## config.mk

```make
export PLATFORM = sky130hd
export DESIGN_NAME = spip_port
export DESIGN_NICKNAME = d
export VERILOG_FILES = /design/src/spip_pkg.sv /design/src/spip_port.sv
export VERILOG_INCLUDE_DIRS = /design/src
export SDC_FILE = /design/constraint.sdc
export NUM_CORES = 1
export LEC_CHECK = 0
export ABC_AREA = 1
export BUFFER_PORTS_ARGS = -buffer_cell sky130_fd_sc_hd__buf_2
export CORE_MARGIN = 3
export CORE_UTILIZATION = 25
export CTS_CLUSTER_DIAMETER = 120
export DETAILED_ROUTE_END_ITERATION = 8
export SLEW_MARGIN = 20
export SYNTH_ARGS = -nofsm -noshare
export SYNTH_HDL_FRONTEND = slang
export SYNTH_SLANG_ARGS = --single-unit
```

## constraint.sdc

```tcl
create_clock -name clock -period 3.44 [get_ports clock]
set_input_delay 0.688 -clock clock [delete_from_list [all_inputs] [get_ports clock]]
set_output_delay 0.688 -clock clock [all_outputs]
set_load 0.005 [all_outputs]
```

## src/spip_map.svh

```systemverilog
// register offsets, field positions, reset values and divisors of the serial port
// Operation
// - role field picks master clock or slave
// - port-on clear releases pins, stops port
// - polarity bit sets clock idle level
// - edge bit with polarity picks capture edge
// - order bit picks lsb or msb first
// - select-enable bit hands select pin to port
// - data write during transfer dropped, collision flagged
// - hardware sets done flag, software clears it
// - master data write starts full-duplex transfer
// - slave shifts on external master clock pulses
// - select asserted before any clock pulse
// - slave first bit ready at select
// - port keeps running in idle mode
// - slave without select-enable is always selected
// - unimplemented control bits read as zero
// - build option can disable select and collision
// - enabled idle pins: out high, clock idle; a slave without select-enable drives its first bit instead
`ifndef SPIP_MAP_SVH
`define SPIP_MAP_SVH
`define SPIP_OFF_CTRL0 5'h00
`define SPIP_OFF_CTRL1 5'h04
`define SPIP_OFF_DATA 5'h08
`define SPIP_OFF_IRQ_STAT 5'h0C
`define SPIP_OFF_IRQ_EN 5'h10
`define SPIP_OFF_IRQ_CLR 5'h14
`define SPIP_C0_PORT_ON 1
`define SPIP_C1_POL 5
`define SPIP_C1_EDGE 4
`define SPIP_C1_ORDER 3
`define SPIP_C1_SELEN 2
`define SPIP_C1_WCOL 1
`define SPIP_C1_DONE 0
`define SPIP_IRQ_DONE 0
`define SPIP_IRQ_WCOL 1
`define SPIP_RST_ROLE 3'h7
`define SPIP_ROLE_DIV4 3'h0
`define SPIP_ROLE_DIV16 3'h1
`define SPIP_ROLE_DIV64 3'h2
`define SPIP_ROLE_SUB 3'h3
`define SPIP_ROLE_TIMER 3'h4
`define SPIP_ROLE_SLAVE 3'h5
`define SPIP_HALF_DIV4 6'h02
`define SPIP_HALF_DIV16 6'h08
`define SPIP_HALF_DIV64 6'h20
`define SPIP_LAST_EDGE 4'hF
`define SPIP_LAST_BIT 4'h7
`endif

```

## src/spip_pkg.sv

```systemverilog
// types shared by the serial port and its bench
package spip_pkg;
	typedef enum logic [1:0] {ST_IDLE, ST_SETUP, ST_RUN} spip_state_e;
	typedef logic [7:0] spip_byte_t;
	typedef struct packed {
		logic [4:0] address;
		logic read;
		logic write;
		logic [3:0] byteenable;
		logic [31:0] writedata;
	} spip_avs_req_s;
	typedef struct packed {
		logic serial_out;
		logic serial_out_en;
		logic clock_drive;
		logic clock_en;
		logic select_n_drive;
		logic select_n_en;
	} spip_pins_s;
endpackage : spip_pkg

```

## src/spip_port.sv

```systemverilog
// four-wire serial port, master or slave, with avalon register slave and interrupt
`timescale 1ns/100ps
`include "spip_map.svh"
module spip_port #(
	parameter bit SEL_COL_OPT = 1'b1
) (
	input wire logic clock,
	input wire logic reset,
	input wire spip_pkg::spip_avs_req_s avs_req,
	output logic [31:0] avs_readdata,
	output logic avs_waitrequest,
	input wire logic sub_clock_edge,
	input wire logic period_match,
	input wire logic serial_in,
	input wire logic serial_clock_level,
	input wire logic select_n_level,
	output spip_pkg::spip_pins_s pins,
	output logic irq
);
	import spip_pkg::*;

	logic [2:0] role_ff;
	logic port_on_ff;
	logic pol_ff;
	logic edge_ff;
	logic order_ff;
	logic selen_ff;
	logic wcol_ff;
	logic done_ff;
	spip_byte_t data_ff;
	spip_byte_t tx_ff;
	spip_byte_t rx_ff;
	spip_byte_t nxt_rx;
	spip_byte_t done_word;
	spip_byte_t wdata8;
	logic [3:0] cap_cnt_ff;
	logic [3:0] half_cnt_ff;
	logic [5:0] div_cnt_ff;
	spip_state_e state_ff;
	logic sck_ff;
	logic prev_sck_ff;
	logic slv_busy_ff;
	logic ack_ff;
	logic [1:0] irq_stat_ff;
	logic [1:0] irq_en_ff;
	logic [31:0] rdata_ff;
	logic [31:0] nxt_rdata;
	logic req;
	logic wr_go;
	logic wr_data;
	logic wr_c0;
	logic wr_c1;
	logic sel_en_eff;
	logic is_master;
	logic is_slave;
	logic busy;
	logic start;
	logic collide;
	logic half_tick;
	logic m_edge;
	logic m_done;
	logic s_on;
	logic s_change;
	logic s_lead;
	logic s_trail;
	logic s_cap;
	logic s_done;
	logic lead;
	logic trail;
	logic cap;
	logic shf_go;
	logic xfer_done;

	function automatic logic [5:0] half_len(input logic [2:0] role);
		case (role)
			`SPIP_ROLE_DIV4: half_len = `SPIP_HALF_DIV4;
			`SPIP_ROLE_DIV16: half_len = `SPIP_HALF_DIV16;
			default: half_len = `SPIP_HALF_DIV64;
		endcase
	endfunction : half_len

	function automatic logic hit(input logic [4:0] addr, input logic [4:0] off);
		hit = (addr == off);
	endfunction : hit

	// bus slave: every access waits one cycle, so reads come from a flop
	assign req = avs_req.read | avs_req.write;
	assign avs_waitrequest = req & ~ack_ff;
	assign avs_readdata = rdata_ff;
	assign wr_go = avs_req.write & ack_ff & avs_req.byteenable[0];
	assign wdata8 = avs_req.writedata[7:0];
	assign wr_data = wr_go & hit(avs_req.address, `SPIP_OFF_DATA);
	assign wr_c0 = wr_go & hit(avs_req.address, `SPIP_OFF_CTRL0);
	assign wr_c1 = wr_go & hit(avs_req.address, `SPIP_OFF_CTRL1);

	always_ff @(posedge clock) begin
		if (reset) begin
			ack_ff <= 1'b0;
		end else begin
			ack_ff <= req & ~ack_ff;
		end
	end

	always_comb begin
		nxt_rdata = 32'h0000_0000;
		case (avs_req.address)
			`SPIP_OFF_CTRL0: nxt_rdata[7:0] = {role_ff, 3'h0, port_on_ff, 1'h0};
			`SPIP_OFF_CTRL1: nxt_rdata[7:0] = {2'h0, pol_ff, edge_ff, order_ff, selen_ff,
				wcol_ff, done_ff};
			`SPIP_OFF_DATA: nxt_rdata[7:0] = data_ff;
			`SPIP_OFF_IRQ_STAT: nxt_rdata[1:0] = irq_stat_ff;
			`SPIP_OFF_IRQ_EN: nxt_rdata[1:0] = irq_en_ff;
			default: nxt_rdata = 32'h0000_0000;
		endcase
	end

	always_ff @(posedge clock) begin
		if (reset) begin
			rdata_ff <= 32'h0000_0000;
		end else if (avs_req.read & ~ack_ff) begin
			rdata_ff <= nxt_rdata;
		end
	end

	// control registers; flags handled separately
	always_ff @(posedge clock) begin
		if (reset) begin
			role_ff <= `SPIP_RST_ROLE;
			port_on_ff <= 1'b0;
		end else if (wr_c0) begin
			role_ff <= wdata8[7:5];
			port_on_ff <= wdata8[`SPIP_C0_PORT_ON];
		end
	end

	always_ff @(posedge clock) begin
		if (reset) begin
			pol_ff <= 1'b0;
			edge_ff <= 1'b0;
			order_ff <= 1'b0;
			selen_ff <= 1'b0;
		end else if (wr_c1) begin
			pol_ff <= wdata8[`SPIP_C1_POL];
			edge_ff <= wdata8[`SPIP_C1_EDGE];
			order_ff <= wdata8[`SPIP_C1_ORDER];
			selen_ff <= wdata8[`SPIP_C1_SELEN];
		end
	end

	// mode decode; reserved role codes leave the port inert
	assign sel_en_eff = SEL_COL_OPT & selen_ff;
	assign is_master = port_on_ff & (role_ff <= `SPIP_ROLE_TIMER);
	assign is_slave = port_on_ff & (role_ff == `SPIP_ROLE_SLAVE);
	assign busy = (state_ff != ST_IDLE) | slv_busy_ff;
	assign start = wr_data & ~busy & is_master & (state_ff == ST_IDLE);
	assign collide = wr_data & busy;

	// half-period tick; no idle-mode gate, the divider is held at zero while the sequencer is in ST_IDLE
	always_ff @(posedge clock) begin
		if (reset || state_ff == ST_IDLE) begin
			div_cnt_ff <= 6'h00;
		end else if (div_cnt_ff == 6'(half_len(role_ff) - 6'h01)) begin
			div_cnt_ff <= 6'h00;
		end else begin
			div_cnt_ff <= 6'(div_cnt_ff + 6'h01);
		end
	end

	always_comb begin
		case (role_ff)
			`SPIP_ROLE_DIV4,
			`SPIP_ROLE_DIV16,
			`SPIP_ROLE_DIV64: half_tick = (div_cnt_ff == 6'(half_len(role_ff) - 6'h01));
			`SPIP_ROLE_SUB: half_tick = sub_clock_edge;
			`SPIP_ROLE_TIMER: half_tick = period_match;
			default: half_tick = 1'b0;
		endcase
	end

	// master sequencer: one half period of select setup, then sixteen edges
	always_ff @(posedge clock) begin
		if (reset || !is_master) begin
			state_ff <= ST_IDLE;
			half_cnt_ff <= 4'h0;
		end else begin
			case (state_ff)
				ST_IDLE: begin
					if (start) begin
						state_ff <= ST_SETUP;
						half_cnt_ff <= 4'h0;
					end
				end
				ST_SETUP: begin
					if (half_tick) begin
						state_ff <= ST_RUN;
					end
				end
				ST_RUN: begin
					if (half_tick) begin
						half_cnt_ff <= 4'(half_cnt_ff + 4'h1);
						if (half_cnt_ff == `SPIP_LAST_EDGE) begin
							state_ff <= ST_IDLE;
						end
					end
				end
				default: state_ff <= ST_IDLE;
			endcase
		end
	end

	always_ff @(posedge clock) begin
		if (reset) begin
			sck_ff <= 1'b1;
		end else if (state_ff != ST_RUN) begin
			sck_ff <= ~pol_ff;
		end else if (half_tick) begin
			sck_ff <= ~sck_ff;
		end
	end

	assign m_edge = (state_ff == ST_RUN) & half_tick;
	assign m_done = m_edge & (half_cnt_ff == `SPIP_LAST_EDGE);

	// slave edges; pin levels are taken as already synchronous
	assign s_on = is_slave & (~sel_en_eff | ~select_n_level);
	assign s_change = serial_clock_level ^ prev_sck_ff;
	assign s_lead = s_on & s_change & (prev_sck_ff == ~pol_ff);
	assign s_trail = s_on & s_change & (prev_sck_ff == pol_ff);
	assign s_cap = edge_ff ? s_lead : s_trail;
	assign s_done = s_cap & (cap_cnt_ff == `SPIP_LAST_BIT);

	always_ff @(posedge clock) begin
		if (reset) begin
			prev_sck_ff <= 1'b1;
		end else begin
			prev_sck_ff <= serial_clock_level;
		end
	end

	always_ff @(posedge clock) begin
		if (reset || !s_on || s_done) begin
			slv_busy_ff <= 1'b0;
		end else if (s_lead | s_trail) begin
			slv_busy_ff <= 1'b1;
		end
	end

	// shared shifter; a shift edge before the first capture is skipped
	// so the bit preset at load or select is not lost
	assign lead = (m_edge & ~half_cnt_ff[0]) | s_lead;
	assign trail = (m_edge & half_cnt_ff[0]) | s_trail;
	assign cap = edge_ff ? lead : trail;
	assign shf_go = (edge_ff ? trail : lead) & (cap_cnt_ff != 4'h0);
	assign xfer_done = m_done | s_done;
	assign nxt_rx = order_ff ? {rx_ff[6:0], serial_in} : {serial_in, rx_ff[7:1]};
	assign done_word = cap ? nxt_rx : rx_ff;

	always_ff @(posedge clock) begin
		if (reset || !port_on_ff || start || xfer_done || (is_slave && !s_on)) begin
			cap_cnt_ff <= 4'h0;
		end else if (cap) begin
			cap_cnt_ff <= 4'(cap_cnt_ff + 4'h1);
		end
	end

	always_ff @(posedge clock) begin
		if (reset) begin
			rx_ff <= 8'h00;
		end else if (cap) begin
			rx_ff <= nxt_rx;
		end
	end

	always_ff @(posedge clock) begin
		if (reset) begin
			tx_ff <= 8'h00;
		end else if (wr_data & ~busy) begin
			tx_ff <= wdata8;
		end else if (xfer_done) begin
			tx_ff <= done_word;
		end else if (shf_go) begin
			tx_ff <= order_ff ? {tx_ff[6:0], 1'b0} : {1'b0, tx_ff[7:1]};
		end else if (is_slave & ~s_on) begin
			tx_ff <= data_ff;
		end
	end

	// a write while busy is dropped outright; only the collision flag and its interrupt status bit record it
	always_ff @(posedge clock) begin
		if (reset) begin
			data_ff <= 8'h00;
		end else if (xfer_done) begin
			data_ff <= done_word;
		end else if (wr_data & ~busy) begin
			data_ff <= wdata8;
		end
	end

	// flags: hardware set beats a same-cycle software clear
	always_ff @(posedge clock) begin
		if (reset) begin
			done_ff <= 1'b0;
		end else if (xfer_done) begin
			done_ff <= 1'b1;
		end else if (wr_c1 & ~wdata8[`SPIP_C1_DONE]) begin
			done_ff <= 1'b0;
		end
	end

	always_ff @(posedge clock) begin
		if (reset) begin
			wcol_ff <= 1'b0;
		end else if (collide & SEL_COL_OPT) begin
			wcol_ff <= 1'b1;
		end else if (wr_c1 & ~wdata8[`SPIP_C1_WCOL]) begin
			wcol_ff <= 1'b0;
		end
	end

	always_ff @(posedge clock) begin
		if (reset) begin
			irq_en_ff <= 2'h0;
		end else if (wr_go & hit(avs_req.address, `SPIP_OFF_IRQ_EN)) begin
			irq_en_ff <= wdata8[1:0];
		end
	end

	always_ff @(posedge clock) begin
		if (reset) begin
			irq_stat_ff <= 2'h0;
		end else begin
			irq_stat_ff[`SPIP_IRQ_DONE] <= xfer_done | (irq_stat_ff[`SPIP_IRQ_DONE]
				& ~(wr_go & hit(avs_req.address, `SPIP_OFF_IRQ_CLR)
				& wdata8[`SPIP_IRQ_DONE]));
			irq_stat_ff[`SPIP_IRQ_WCOL] <= (collide & SEL_COL_OPT)
				| (irq_stat_ff[`SPIP_IRQ_WCOL] & ~(wr_go
				& hit(avs_req.address, `SPIP_OFF_IRQ_CLR) & wdata8[`SPIP_IRQ_WCOL]));
		end
	end

	assign irq = |(irq_stat_ff & irq_en_ff);

	// pins; all enables drop when the port is off
	always_comb begin
		pins.serial_out_en = port_on_ff;
		pins.serial_out = ((state_ff != ST_IDLE) | s_on)
			? (order_ff ? tx_ff[7] : tx_ff[0]) : 1'b1;
		pins.clock_en = is_master;
		pins.clock_drive = sck_ff;
		pins.select_n_en = is_master & sel_en_eff;
		pins.select_n_drive = (state_ff == ST_IDLE);
	end

	// checks
	logic [4:0] chk_tog_ff;
	logic chk_prev_ff;

	always_ff @(posedge clock) begin
		if (reset || start) begin
			chk_tog_ff <= 5'h00;
		end else if (pins.clock_drive != chk_prev_ff) begin
			chk_tog_ff <= 5'(chk_tog_ff + 5'h01);
		end
	end

	always_ff @(posedge clock) begin
		chk_prev_ff <= pins.clock_drive;
	end
endmodule : spip_port

```

==> out/metrics.csv, run 1 <==
metric,value,unit
startpoint types,register,
PwrDens,392.2,nW/um^2
period utilization,82.68,%
routed vias,3684,
Post-DP HPWL,7439,um
most frequent cells in the layout,"129 x nand2_1, 76 x inv_1, 66 x dfxtp_1",
met3 GRT Util,2.565,%
vias in the first global route,3390,
Max Cap Viol,0,
core area,15310,sq um
filler instances,1710,
Critical Path End,tx_ff[5],
cts bufs inserted,9,
Tmin final,2844,ps
Buffers on Ports,38,
post-synth top area share,33.46,%
TritonCTS clock tree,done,
Routed Antenna Nets,0,
wire per inst,12.16,um
H-tree Lvls,3,
#FFs+latches synth,66,
"Hold Vio Cnt, Final",0,
GR Util met2,18.48,%
Max Buffers Root-to-Sink,2,
endpoints failing setup,0,
clk_lat worst skew,330,ps
ant diodes,0,
post-synthesis cell count,582,
r2r endpoint,tx_ff[5],
Clock Tree Root,clkbuf_16,
Sw Share,21.09,%
reg2reg setup slack,600,ps
met1 usage,16.42,%
CP required,3700,ps
status,finished clean,
largest area contributor in the netlist,dfxtp_1,
slew at the pin closest to its max-slew limit,552.1,ps
Reg power frac,43.3,%
crit path DAT,3110,ps
Reg2Reg Launch Point,role_ff[0],
Initial Util,25.78,%
share of cells above drive strength 1,15.81,%
Critical Path Source,role_ff[0],
Post-CTS Hold Fix Bufs,0,
worst-path fanout max,24,
Max IR drop VDD,210.2,uV
First-pass DRT Iterations,5,
"Slew Viols, Final",0,
Synth-to-Final Area Change,14.73,%
"commonest non-fill, non-tap cell in the layout",nand2_1,
CTS sink count,66,
Synth cell types,45,
sequential area share after synthesis,33.46,%
Clock power frac,53.0,%
first-pass GRT wire length,16980,um
worst r2r path cells,17,
FMAX,351.6,MHz
CP endpoint kind,register,
post-DR vias/cell,4.433,
RD Place Congestion,0.7992,
Logic pwr share,3.7,%
largest net degree at the start of global routing,35,
Syn Area/Cell,6.785,sq um
Post-CTS Resized,0,
Top Usage Layer GRT,met2,
DRC violations left,0,
post-synthesis cell area,3949,sq um
IO Pins,90,
worst hold margin,458.9,ps
"top cells by area, synth","dfxtp_1 33%, nand2_1 12%, inv_1 7.2%, nor2_1 5.6%, a21oi_1 5.4%",
HP Class,register to register,
Tot GR Track Use,11.81,%
Yosys warnings,0,
Switch Pwr,0.3748,mW
Die W,131.7,um
site row count,45,
Chip Height,131.7,um
Die ar.,17340,sq um
clk_skew,6.771,ps
Pleak,1.937,nW
global route overflow,0,
setup TNS,0,ps
Internal,1.402,mW
max_slew headroom,63.09,%
DR iter-0 viols,249,
"Clk pin slew, worst setup/hold paths",60,ps
initial antenna violation count,0,
final wirelength,10100,um
type of the worst setup path,register to register,
RSZ-0062 raised after global routing,no,
Post-layout nets,671,
post-CTS repair timing setup buffer count,0,
[worst min-delay path by stage]
stage,startpoint,end,slack [ps],cells past startpoint
after global routing,avs_readdata[3],avs_readdata[3],480,2
after floorplan,cap_cnt_ff[2],cap_cnt_ff[2],440,1
final,avs_readdata[0],avs_readdata[0],460,2
after CTS,avs_readdata[0],avs_readdata[0],460,2
after detailed placement,avs_readdata[0],avs_readdata[0],450,2
after global placement,avs_readdata[4],avs_readdata[4],450,2
[per-stage QoR]
stage	worst slack (ps)	cell area (sq um)	utilization, %	cells	power, mW
finish	595.7	4531	29.58	831	1.777
CTS	608.6	4531	29.58	831	1.799
floorplan	1195	4035	-	605	0.8423
global route	290.2	4531	29.58	831	1.841
global placement	637.3	4225	27.59	816	0.8517
detailed placement	652.1	4225	27.59	816	0.8520
[power by group through the flow]
stage | Combinational (mW) | Sequential [mW] | Clock (mW)
finish | 0.0661 | 0.770 | 0.941
global route | 0.0760 | 0.769 | 0.996
CTS | 0.0661 | 0.769 | 0.964
detailed placement | 0.0659 | 0.786 | 0
global placement | 0.0656 | 0.786 | 0
floorplan | 0.0566 | 0.786 | 0
[sequential cells by signal (all words and copies together), names as in the netlist, 2 cells and up]
register,count
avs_readdata,8
data_ff,8
rx_ff,8
tx_ff,8
div_cnt_ff,6
cap_cnt_ff,4
half_cnt_ff,4
role_ff,3
irq_en_ff,2
irq_stat_ff,2
state_ff,2
[layer usage]
| layer | vias to the layer above | wire (um) |
|---|---|---|
| li1 | 1899 | - |
| met5 | - | 0 |
| met4 | 0 | 85 |
| met2 | 99 | 4466 |
| met3 | 7 | 573 |
| met1 | 1679 | 4975 |
[cells by family (layout without fill, tap and decap cells)]
family	count (synthesis)	after routing	share of synthesized area [%]
buffers and inverters	124	139	15.30
AND/OR/NAND/NOR	268	268	31.65
XOR/XNOR	5	5	1.109
flip-flops	66	66	33.46
other	1	24	0.09497
adder cells (fa/ha/maj)	5	5	1.584
AO/OA/AOI/OAI	113	113	16.79
[synth_stat cells, drive strengths merged]
cell / instances
nand2: 136
inv: 81
dfxtp: 66
nor2: 63
a21oi: 57
nand3: 43
buf: 36
o21ai: 36
nand4: 11
nor3: 7
clkbuf: 6
ha: 5
o22ai: 5
a31oi: 4
xor2: 4
nand3b: 3
a211oi: 2
nor3b: 2
o2111ai: 2
o211ai: 2
o21a: 2
o221ai: 2
a22o: 1
and3: 1
clkinv: 1
conb: 1
nor4: 1
or2: 1
xnor2: 1
[area by class of cell]
cell class | count | area (sq um) | share of cell area [%]
Clock inverter | 2 | 35.03 | 0.7733
Tap cell | 211 | 264.0 | 5.827
Multi-Input combinational cell | 415 | 2110 | 46.56
Inverter | 82 | 310.3 | 6.849
Timing Repair Buffer | 42 | 220.2 | 4.861
Clock buffer | 13 | 270.3 | 5.965
Sequential cell | 66 | 1321 | 29.16
[critical path, cell delays in order, from the launching register on]
cell and delay (ps):
dfxtp_1 340, nor2_1 240, nand2_1 110, ha_1 310
inv_1 40, nand2_1 50, nand2_1 50, nor2_1 190
nand3_2 120, nand2_2 150, nand3_2 110, nand2_2 230
nand3_4 340, nand2_1 150, nand3_1 70, nand2_1 60
nand2_1 60, a21oi_2 140
Power figures use the tool's default switching activity.
==> run 2, diff against run 1 <==
Settings changed: ABC_AREA 1 to 0.
Clock period 3.44 ns to 2.3 ns, I/O delays scaled along.
==> out/metrics.csv, run 2 <==
metric,value,unit,change
Yosys warnings,0,,unchanged
FMAX,368.2,MHz,+4.7%
HP Class,input pin to register,,
DR iter-0 viols,262,,+5.2%
routed vias,3804,,+3.3%
post-DR vias/cell,5.025,,+13%
Initial Util,26.08,%,+0.30 points
PwrDens,520.7,nW/um^2,+33%
RD Place Congestion,0.8512,,+6.5%
IO Pins,90,,unchanged
CTS sink count,66,,unchanged
max_slew headroom,58.58,%,-4.5 points
most frequent cells in the layout,"63 x dfxtp_1, 63 x buf_4, 54 x nor2_1",,
vias in the first global route,3635,,+7.2%
sequential area share after synthesis,34.21,%,+0.75 points
final wirelength,11510,um,+14%
Syn Area/Cell,8.183,sq um,+21%
first-pass GRT wire length,17930,um,+5.6%
Tmin final,2716,ps,-128.7 ps
CP peak stage delay,400,ps,+60 ps
H-tree Lvls,3,,unchanged
Synth cell types,58,,+29%
Reg2Reg Launch Point,role_ff[2],,
ant diodes,0,,unchanged
failing checks,negative setup slack,,
"top cells by area, synth","dfxtp_1 34%, mux2i_1 7.0%, buf_4 5.4%, nor2_1 5.3%, nand2_1 5.0%",,
post-synthesis cell area,3862,sq um,-2.2%
largest net degree at the start of global routing,41,,+17%
crit path DAT,2960,ps,-150 ps
worst-path fanout max,5,,-79%
Post-layout nets,623,,-7.2%
CP endpoint kind,register,,
RSZ-0062 raised after global routing,yes,,
post-place setup slack,-460.2,ps,-1112 ps
Die W,130.3,um,-1.1%
setup TNS,-6848,ps,-6848 ps
setup slack after layout,-415.6,ps,-1011 ps
DRC violations left,0,,unchanged
largest area contributor in the netlist,dfxtp_1,,
type of the worst setup path,register to register,,
wire per inst,15.20,um,+25%
endpoints failing setup,31,,+31
site row count,44,,-2.2%
Max Cap Viol,0,,unchanged
top post-synthesis cells by count,"66 x dfxtp_1, 55 x nor2_1, 51 x nand2_1",,
Hold Startpoint,serial_clock_level,,
"Slew Viols, Final",0,,unchanged
cts bufs inserted,9,,unchanged
Max Buffers Root-to-Sink,2,,unchanged
core area,14810,sq um,-3.3%
post-synth top area share,34.21,%,+0.75 points
Synth Flop Type,dfxtp_1,,
clk_lat worst skew,330,ps,about the same
top-count cell post-synth,dfxtp_1,,
Pleak,2.067,nW,+6.7%
Critical Path Source,role_ff[2],,
share of cells above drive strength 1,31.24,%,+15 points
initial antenna violation count,0,,unchanged
Chip Height,130.3,um,-1.1%
"Buf+Inv Stages, Crit Path",2,,+1
Post-synth EDFFs,0,,unchanged
Die ar.,16980,sq um,-2.1%
Post-CTS Hold Fix Bufs,0,,unchanged
First-pass DRT Iterations,5,,unchanged
cell family with most CP delay,compound AO/OA/AOI/OAI gates,,
Buffers on Ports,38,,unchanged
"Clk pin slew, worst setup/hold paths",60,ps,about the same
Routed Antenna Nets,0,,unchanged
clk_skew,7.485,ps,+0.7139 ps
Inst Count DP,719,,-12%
Post-DP HPWL,8353,um,+12%
#FFs+latches synth,66,,unchanged
slowest CP cell,or3_4,,
startpoint types,register,,
asr flop ratio synth,0,%,unchanged
TritonCTS clock tree,done,,
global route overflow,0,,unchanged
slew at the pin closest to its max-slew limit,620.6,ps,+68.51 ps
Layout Cells excl Fill,757,,-8.9%
period utilization,118.1,%,+35 points
status,"finished, violations left",,
crit path cell chain,or3_4 > ha_4 > xor2_4 > o2111ai_4 > o31ai_2 > buf_4 > a21oi_4 > buf_6 > a311o_1 > a211oi_2,,
Max IR drop VDD,343.9,uV,+64%
Synth-to-Final Area Change,36.18,%,
post-synthesis cell count,472,,-19%
Clock Tree Root,clkbuf_16,,
CP required,2550,ps,-1150 ps
Tot GR Track Use,13.32,%,+1.5 points
"Hold Vio Cnt, Final",0,,unchanged
-- run 2: metal layers --
| layer | vias up | GRT usage, % | routed length [um] |
|---|---|---|---|
| li1 | 1841 | - | - |
| met1 | 1778 | 16.42 | 5029 |
| met2 | 159 | 22.21 | 5411 |
| met3 | 26 | 3.971 | 820 |
| met4 | 0 | 4.462 | 243 |
| met5 | - | 0 | 0 |
-- run 2: path summary, 6_finish.rpt --
check / endpoint / slack (ps) / cells past startpoint
max: tx_ff[7] / -420 / 10
min: prev_sck_ff / 350 / 2
max reg2reg: tx_ff[7] / -420 / 10
min reg2reg: irq_en_ff[1] / 480 / 2
-- run 2: timing repair --
item | 4_1_cts | 5_1_grt
cloned | 3 | 1
buffers inserted | 6 | 15
pin swaps | 20 | 24
setup endpoints to repair | 35 | 38
resized for setup | 27 | 30
-- run 2: area by class of cell --
class                           instances  area (sq um)
Sequential cell                        66          1325
Clock buffer                            9         225.2
Multi-Input combinational cell        367          2522
Fill cell                            1461          9549
Inverter                                9         33.78
Tap cell                              184         230.2
Timing Repair Buffer                  115         829.5
Clock inverter                          7         93.84
-- run 2: worst register-to-register path: cells and delay by family, from the launching register on --
family / cells / cell delay [ps]
adders and majority gates: 1 / 300
and+or+nand+nor: 1 / 400
xor gates and xnor gates: 1 / 190
buffers and inverters: 2 / 340
AOI/OAI and AO/OA: 5 / 1090
DFF: 1 / 320
-- run 2: through the flow --
stage	area [sq um]	utilization, %	hold slack (ps)	total power [mW]
after global placement	4563	30.81	462.1	1.300
after CTS	5074	34.26	342.4	2.765
final	5260	35.52	350.2	2.739
after global routing	5260	35.52	346.1	2.833
after floorplan	4030	-	447.6	1.271
after detailed placement	4563	30.81	475.9	1.301
-- run 2: cells by family after synthesis --
| family | Yosys count | synth area share (%) |
|---|---|---|
| AND/OR/NAND/NOR | 170 | 21.22 |
| other | 1 | 0.09709 |
| adder cells (fa/ha/maj) | 5 | 1.620 |
| flip-flops | 66 | 34.21 |
| XOR/XNOR | 14 | 3.175 |
| multiplexers | 30 | 8.455 |
| AO/OA/AOI/OAI | 121 | 21.74 |
| buffers and inverters | 65 | 9.491 |
-- run 2: power by group --
part           switching (mW)  leakage [nW]  internal (mW)
Clock                   0.514         0.151          0.946
Sequential            0.00350         0.531           1.15
Combinational          0.0817          1.38         0.0445
==> run 3, diff against run 2 <==
Settings changed: BUFFER_PORTS_ARGS -buffer_cell sky130_fd_sc_hd__buf_2 to -buffer_cell sky130_fd_sc_hd__clkbuf_2, SKIP_LAST_GASP set to 1, SLEW_MARGIN 20 to 15.
==> out/metrics.csv, run 3 (same netlist as run 2, synthesis figures left out) <==
metric,value,unit,change
RSZ-0062 raised after global routing,yes,,
Die W,130.3,um,unchanged
largest net degree at the start of global routing,41,,unchanged
Final Cell Area,5112,sq um,-2.8%
Logic pwr share,4.6,%,about the same
First-pass DRT Iterations,5,,unchanged
CP endpoint kind,register,,
site row count,44,,unchanged
ant diodes,0,,unchanged
DR iter-0 viols,275,,+5.0%
Max Buffers Root-to-Sink,2,,unchanged
failing checks,negative setup slack,,
type of the worst setup path,register to register,,
Pleak,2.006,nW,-2.9%
most frequent cells in the layout,"63 x dfxtp_1, 57 x buf_4, 55 x nor2_1",,
Sw Share,23.80,%,+1.9 points
period utilization,118.1,%,about the same
startpoint types,register,,
Internal,2.074,mW,-3.0%
Hold Path Sink,prev_sck_ff,,
Buffers on Ports,38,,unchanged
clk_skew,10.09,ps,+2.601 ps
slew at the pin closest to its max-slew limit,782.1,ps,+161.5 ps
Post-layout nets,609,,-2.2%
Layout Cells excl Fill,743,,-1.8%
crit path DAT,2940,ps,-20 ps
PwrDens,532.5,nW/um^2,+2.3%
status,"finished, violations left",,
DRC violations left,0,,unchanged
filler instances,1488,,+1.8%
Post-CTS Hold Fix Bufs,0,,unchanged
Chip Height,130.3,um,unchanged
core area,14810,sq um,unchanged
first-pass GRT wire length,17820,um,-0.62%
"commonest non-fill, non-tap cell in the layout",dfxtp_1,,
Initial Util,26.08,%,unchanged
share of cells above drive strength 1,30.59,%,-0.65 points
initial antenna violation count,0,,unchanged
Clock power frac,53.0,%,-0.3 points
reg2reg setup slack,-420,ps,about the same
setup slack after layout,-416.0,ps,-0.4500 ps
"Slew Viols, Final",0,,unchanged
"Clk pin slew, worst setup/hold paths",60,ps,about the same
area of the multi-input gates,2510,sq um,-0.50%
clk_lat worst skew,330,ps,about the same
routed vias,3753,,-1.3%
CP required,2520,ps,-30 ps
endpoints failing setup,32,,+3.2%
RD Place Congestion,0.8898,,+4.5%
post-DR vias/cell,5.051,,+0.52%
wire per inst,15.16,um,-0.22%
Post-DP HPWL,8166,um,-2.2%
storage element area,1325,sq um,unchanged
Max Cap Viol,0,,unchanged
TritonCTS clock tree,done,,
Synth-to-Final Area Change,32.36,%,
Clock Tree Root,clkbuf_16,,
max_slew headroom,47.80,%,-11 points
Tot GR Track Use,13.16,%,-0.16 points
Tmin final,2716,ps,+0.4500 ps
dpl cell area,4536,sq um,-0.60%
Min-Delay Path Depth,2,,unchanged
Routed Antenna Nets,0,,unchanged
crit path cell chain,or3b_4 > ha_4 > xor2_4 > o2111ai_4 > nor4_4 > o32ai_4 > buf_6 > o21ai_2 > o211ai_1 > a32o_1,,
global route overflow,0,,unchanged
CP peak stage delay,400,ps,about the same
Max IR drop VDD,397.7,uV,+16%
IO Pins,90,,unchanged
Reg2Reg Launch Point,role_ff[2],,
HP Class,input pin to register,,
Hold Startpoint,serial_clock_level,,
CTS sink count,66,,unchanged
Inst Count DP,717,,-0.28%
cts bufs inserted,9,,unchanged
vias in the first global route,3504,,-3.6%
FMAX,368.2,MHz,about the same
"Hold Vio Cnt, Final",0,,unchanged
worst r2r path cells,10,,unchanged
slowest CP cell,or3b_4,,
Reg power frac,42.3,%,+0.2 points
worst-path fanout max,8,,+3
H-tree Lvls,3,,unchanged
r2r endpoint,tx_ff[5],,
Switch Pwr,0.6480,mW,+8.1%
final wirelength,11270,um,-2.1%
Die ar.,16980,sq um,unchanged
total power,2.722,mW,-0.60%
run 3: cell types whose count changed in the layout (fill, tap and decap cells not counted), sizes merged:
cell,before,now
buf,115,65
bufinv,2,1
clkbuf,9,48
clkinv,3,1
clkinvlp,2,1
inv,9,12
o32ai,2,1
or2,3,2
run 3: routing by layer:
layer  global-route usage [%]  share of wire (%)
met1                    16.79                 43
met2                    21.39                 47
met3                    2.620                6.9
met4                    6.051                2.7
met5                        0                  0
run 3: what timing repair did:
item / in CTS / in global routing
gates resized for setup: 29 / 23
setup endpoints to repair: 31 / 37
cloned: 1 / 1
setup buffers: 3 / 6
pin swaps: 17 / 11
run 3: stage by stage:
stage / TNS (ps) / setup WS [ps] / hold slack [ps] / util [%]
final: -7266 / -416.0 / 342.0 / 34.52
after global routing: -11390 / -525.8 / 365.7 / 34.52
after CTS: -7533 / -388.3 / 335.8 / 33.56
after detailed placement: -8525 / -508.1 / 474.5 / 30.63
after global placement: -7674 / -427.6 / 460.2 / 30.63
after floorplan: -5641 / -443.6 / 447.6 / -
run 3: how the worst max path moves through the flow:
stage,to,cells after the start,slack [ps],startpoint
2_1_floorplan,tx_ff[2],10,-440,role_ff[0]
3_3_place_gp,tx_ff[4],10,-430,role_ff[1]
3_5_place_dp,tx_ff[3],10,-510,role_ff[2]
4_1_cts,tx_ff[7],9,-390,role_ff[2]
5_1_grt,tx_ff[5],10,-530,role_ff[2]
6_report,tx_ff[5],10,-420,role_ff[2]
run 3: critical path, delay by kind of cell (launching register included):
kind | cells | cell delay [ps]
flip-flops | 1 | 330
XOR/XNOR | 1 | 180
buffers and inverters | 1 | 190
adder cells (fa/ha/maj) | 1 | 300
AO/OA/AOI/OAI | 5 | 820
AND/OR/NAND/NOR | 2 | 790
run 3: final cells by class:
type	count	share of cell area (%)
multi-input combinational	365	49.09
sequential	66	25.92
timing repair buffer	103	13.73
clock buffer	10	4.674
tap	184	4.503
clock inverter	6	1.419
inverter	9	0.6608
run 3: power by group through the flow:
stage / registers (mW) / clock network (mW) / logic [mW]
floorplan: 1.18 / 0 / 0.0938
global placement: 1.18 / 0 / 0.121
detailed placement: 1.18 / 0 / 0.122
CTS: 1.15 / 1.46 / 0.123
global route: 1.15 / 1.50 / 0.142
finish: 1.15 / 1.44 / 0.126
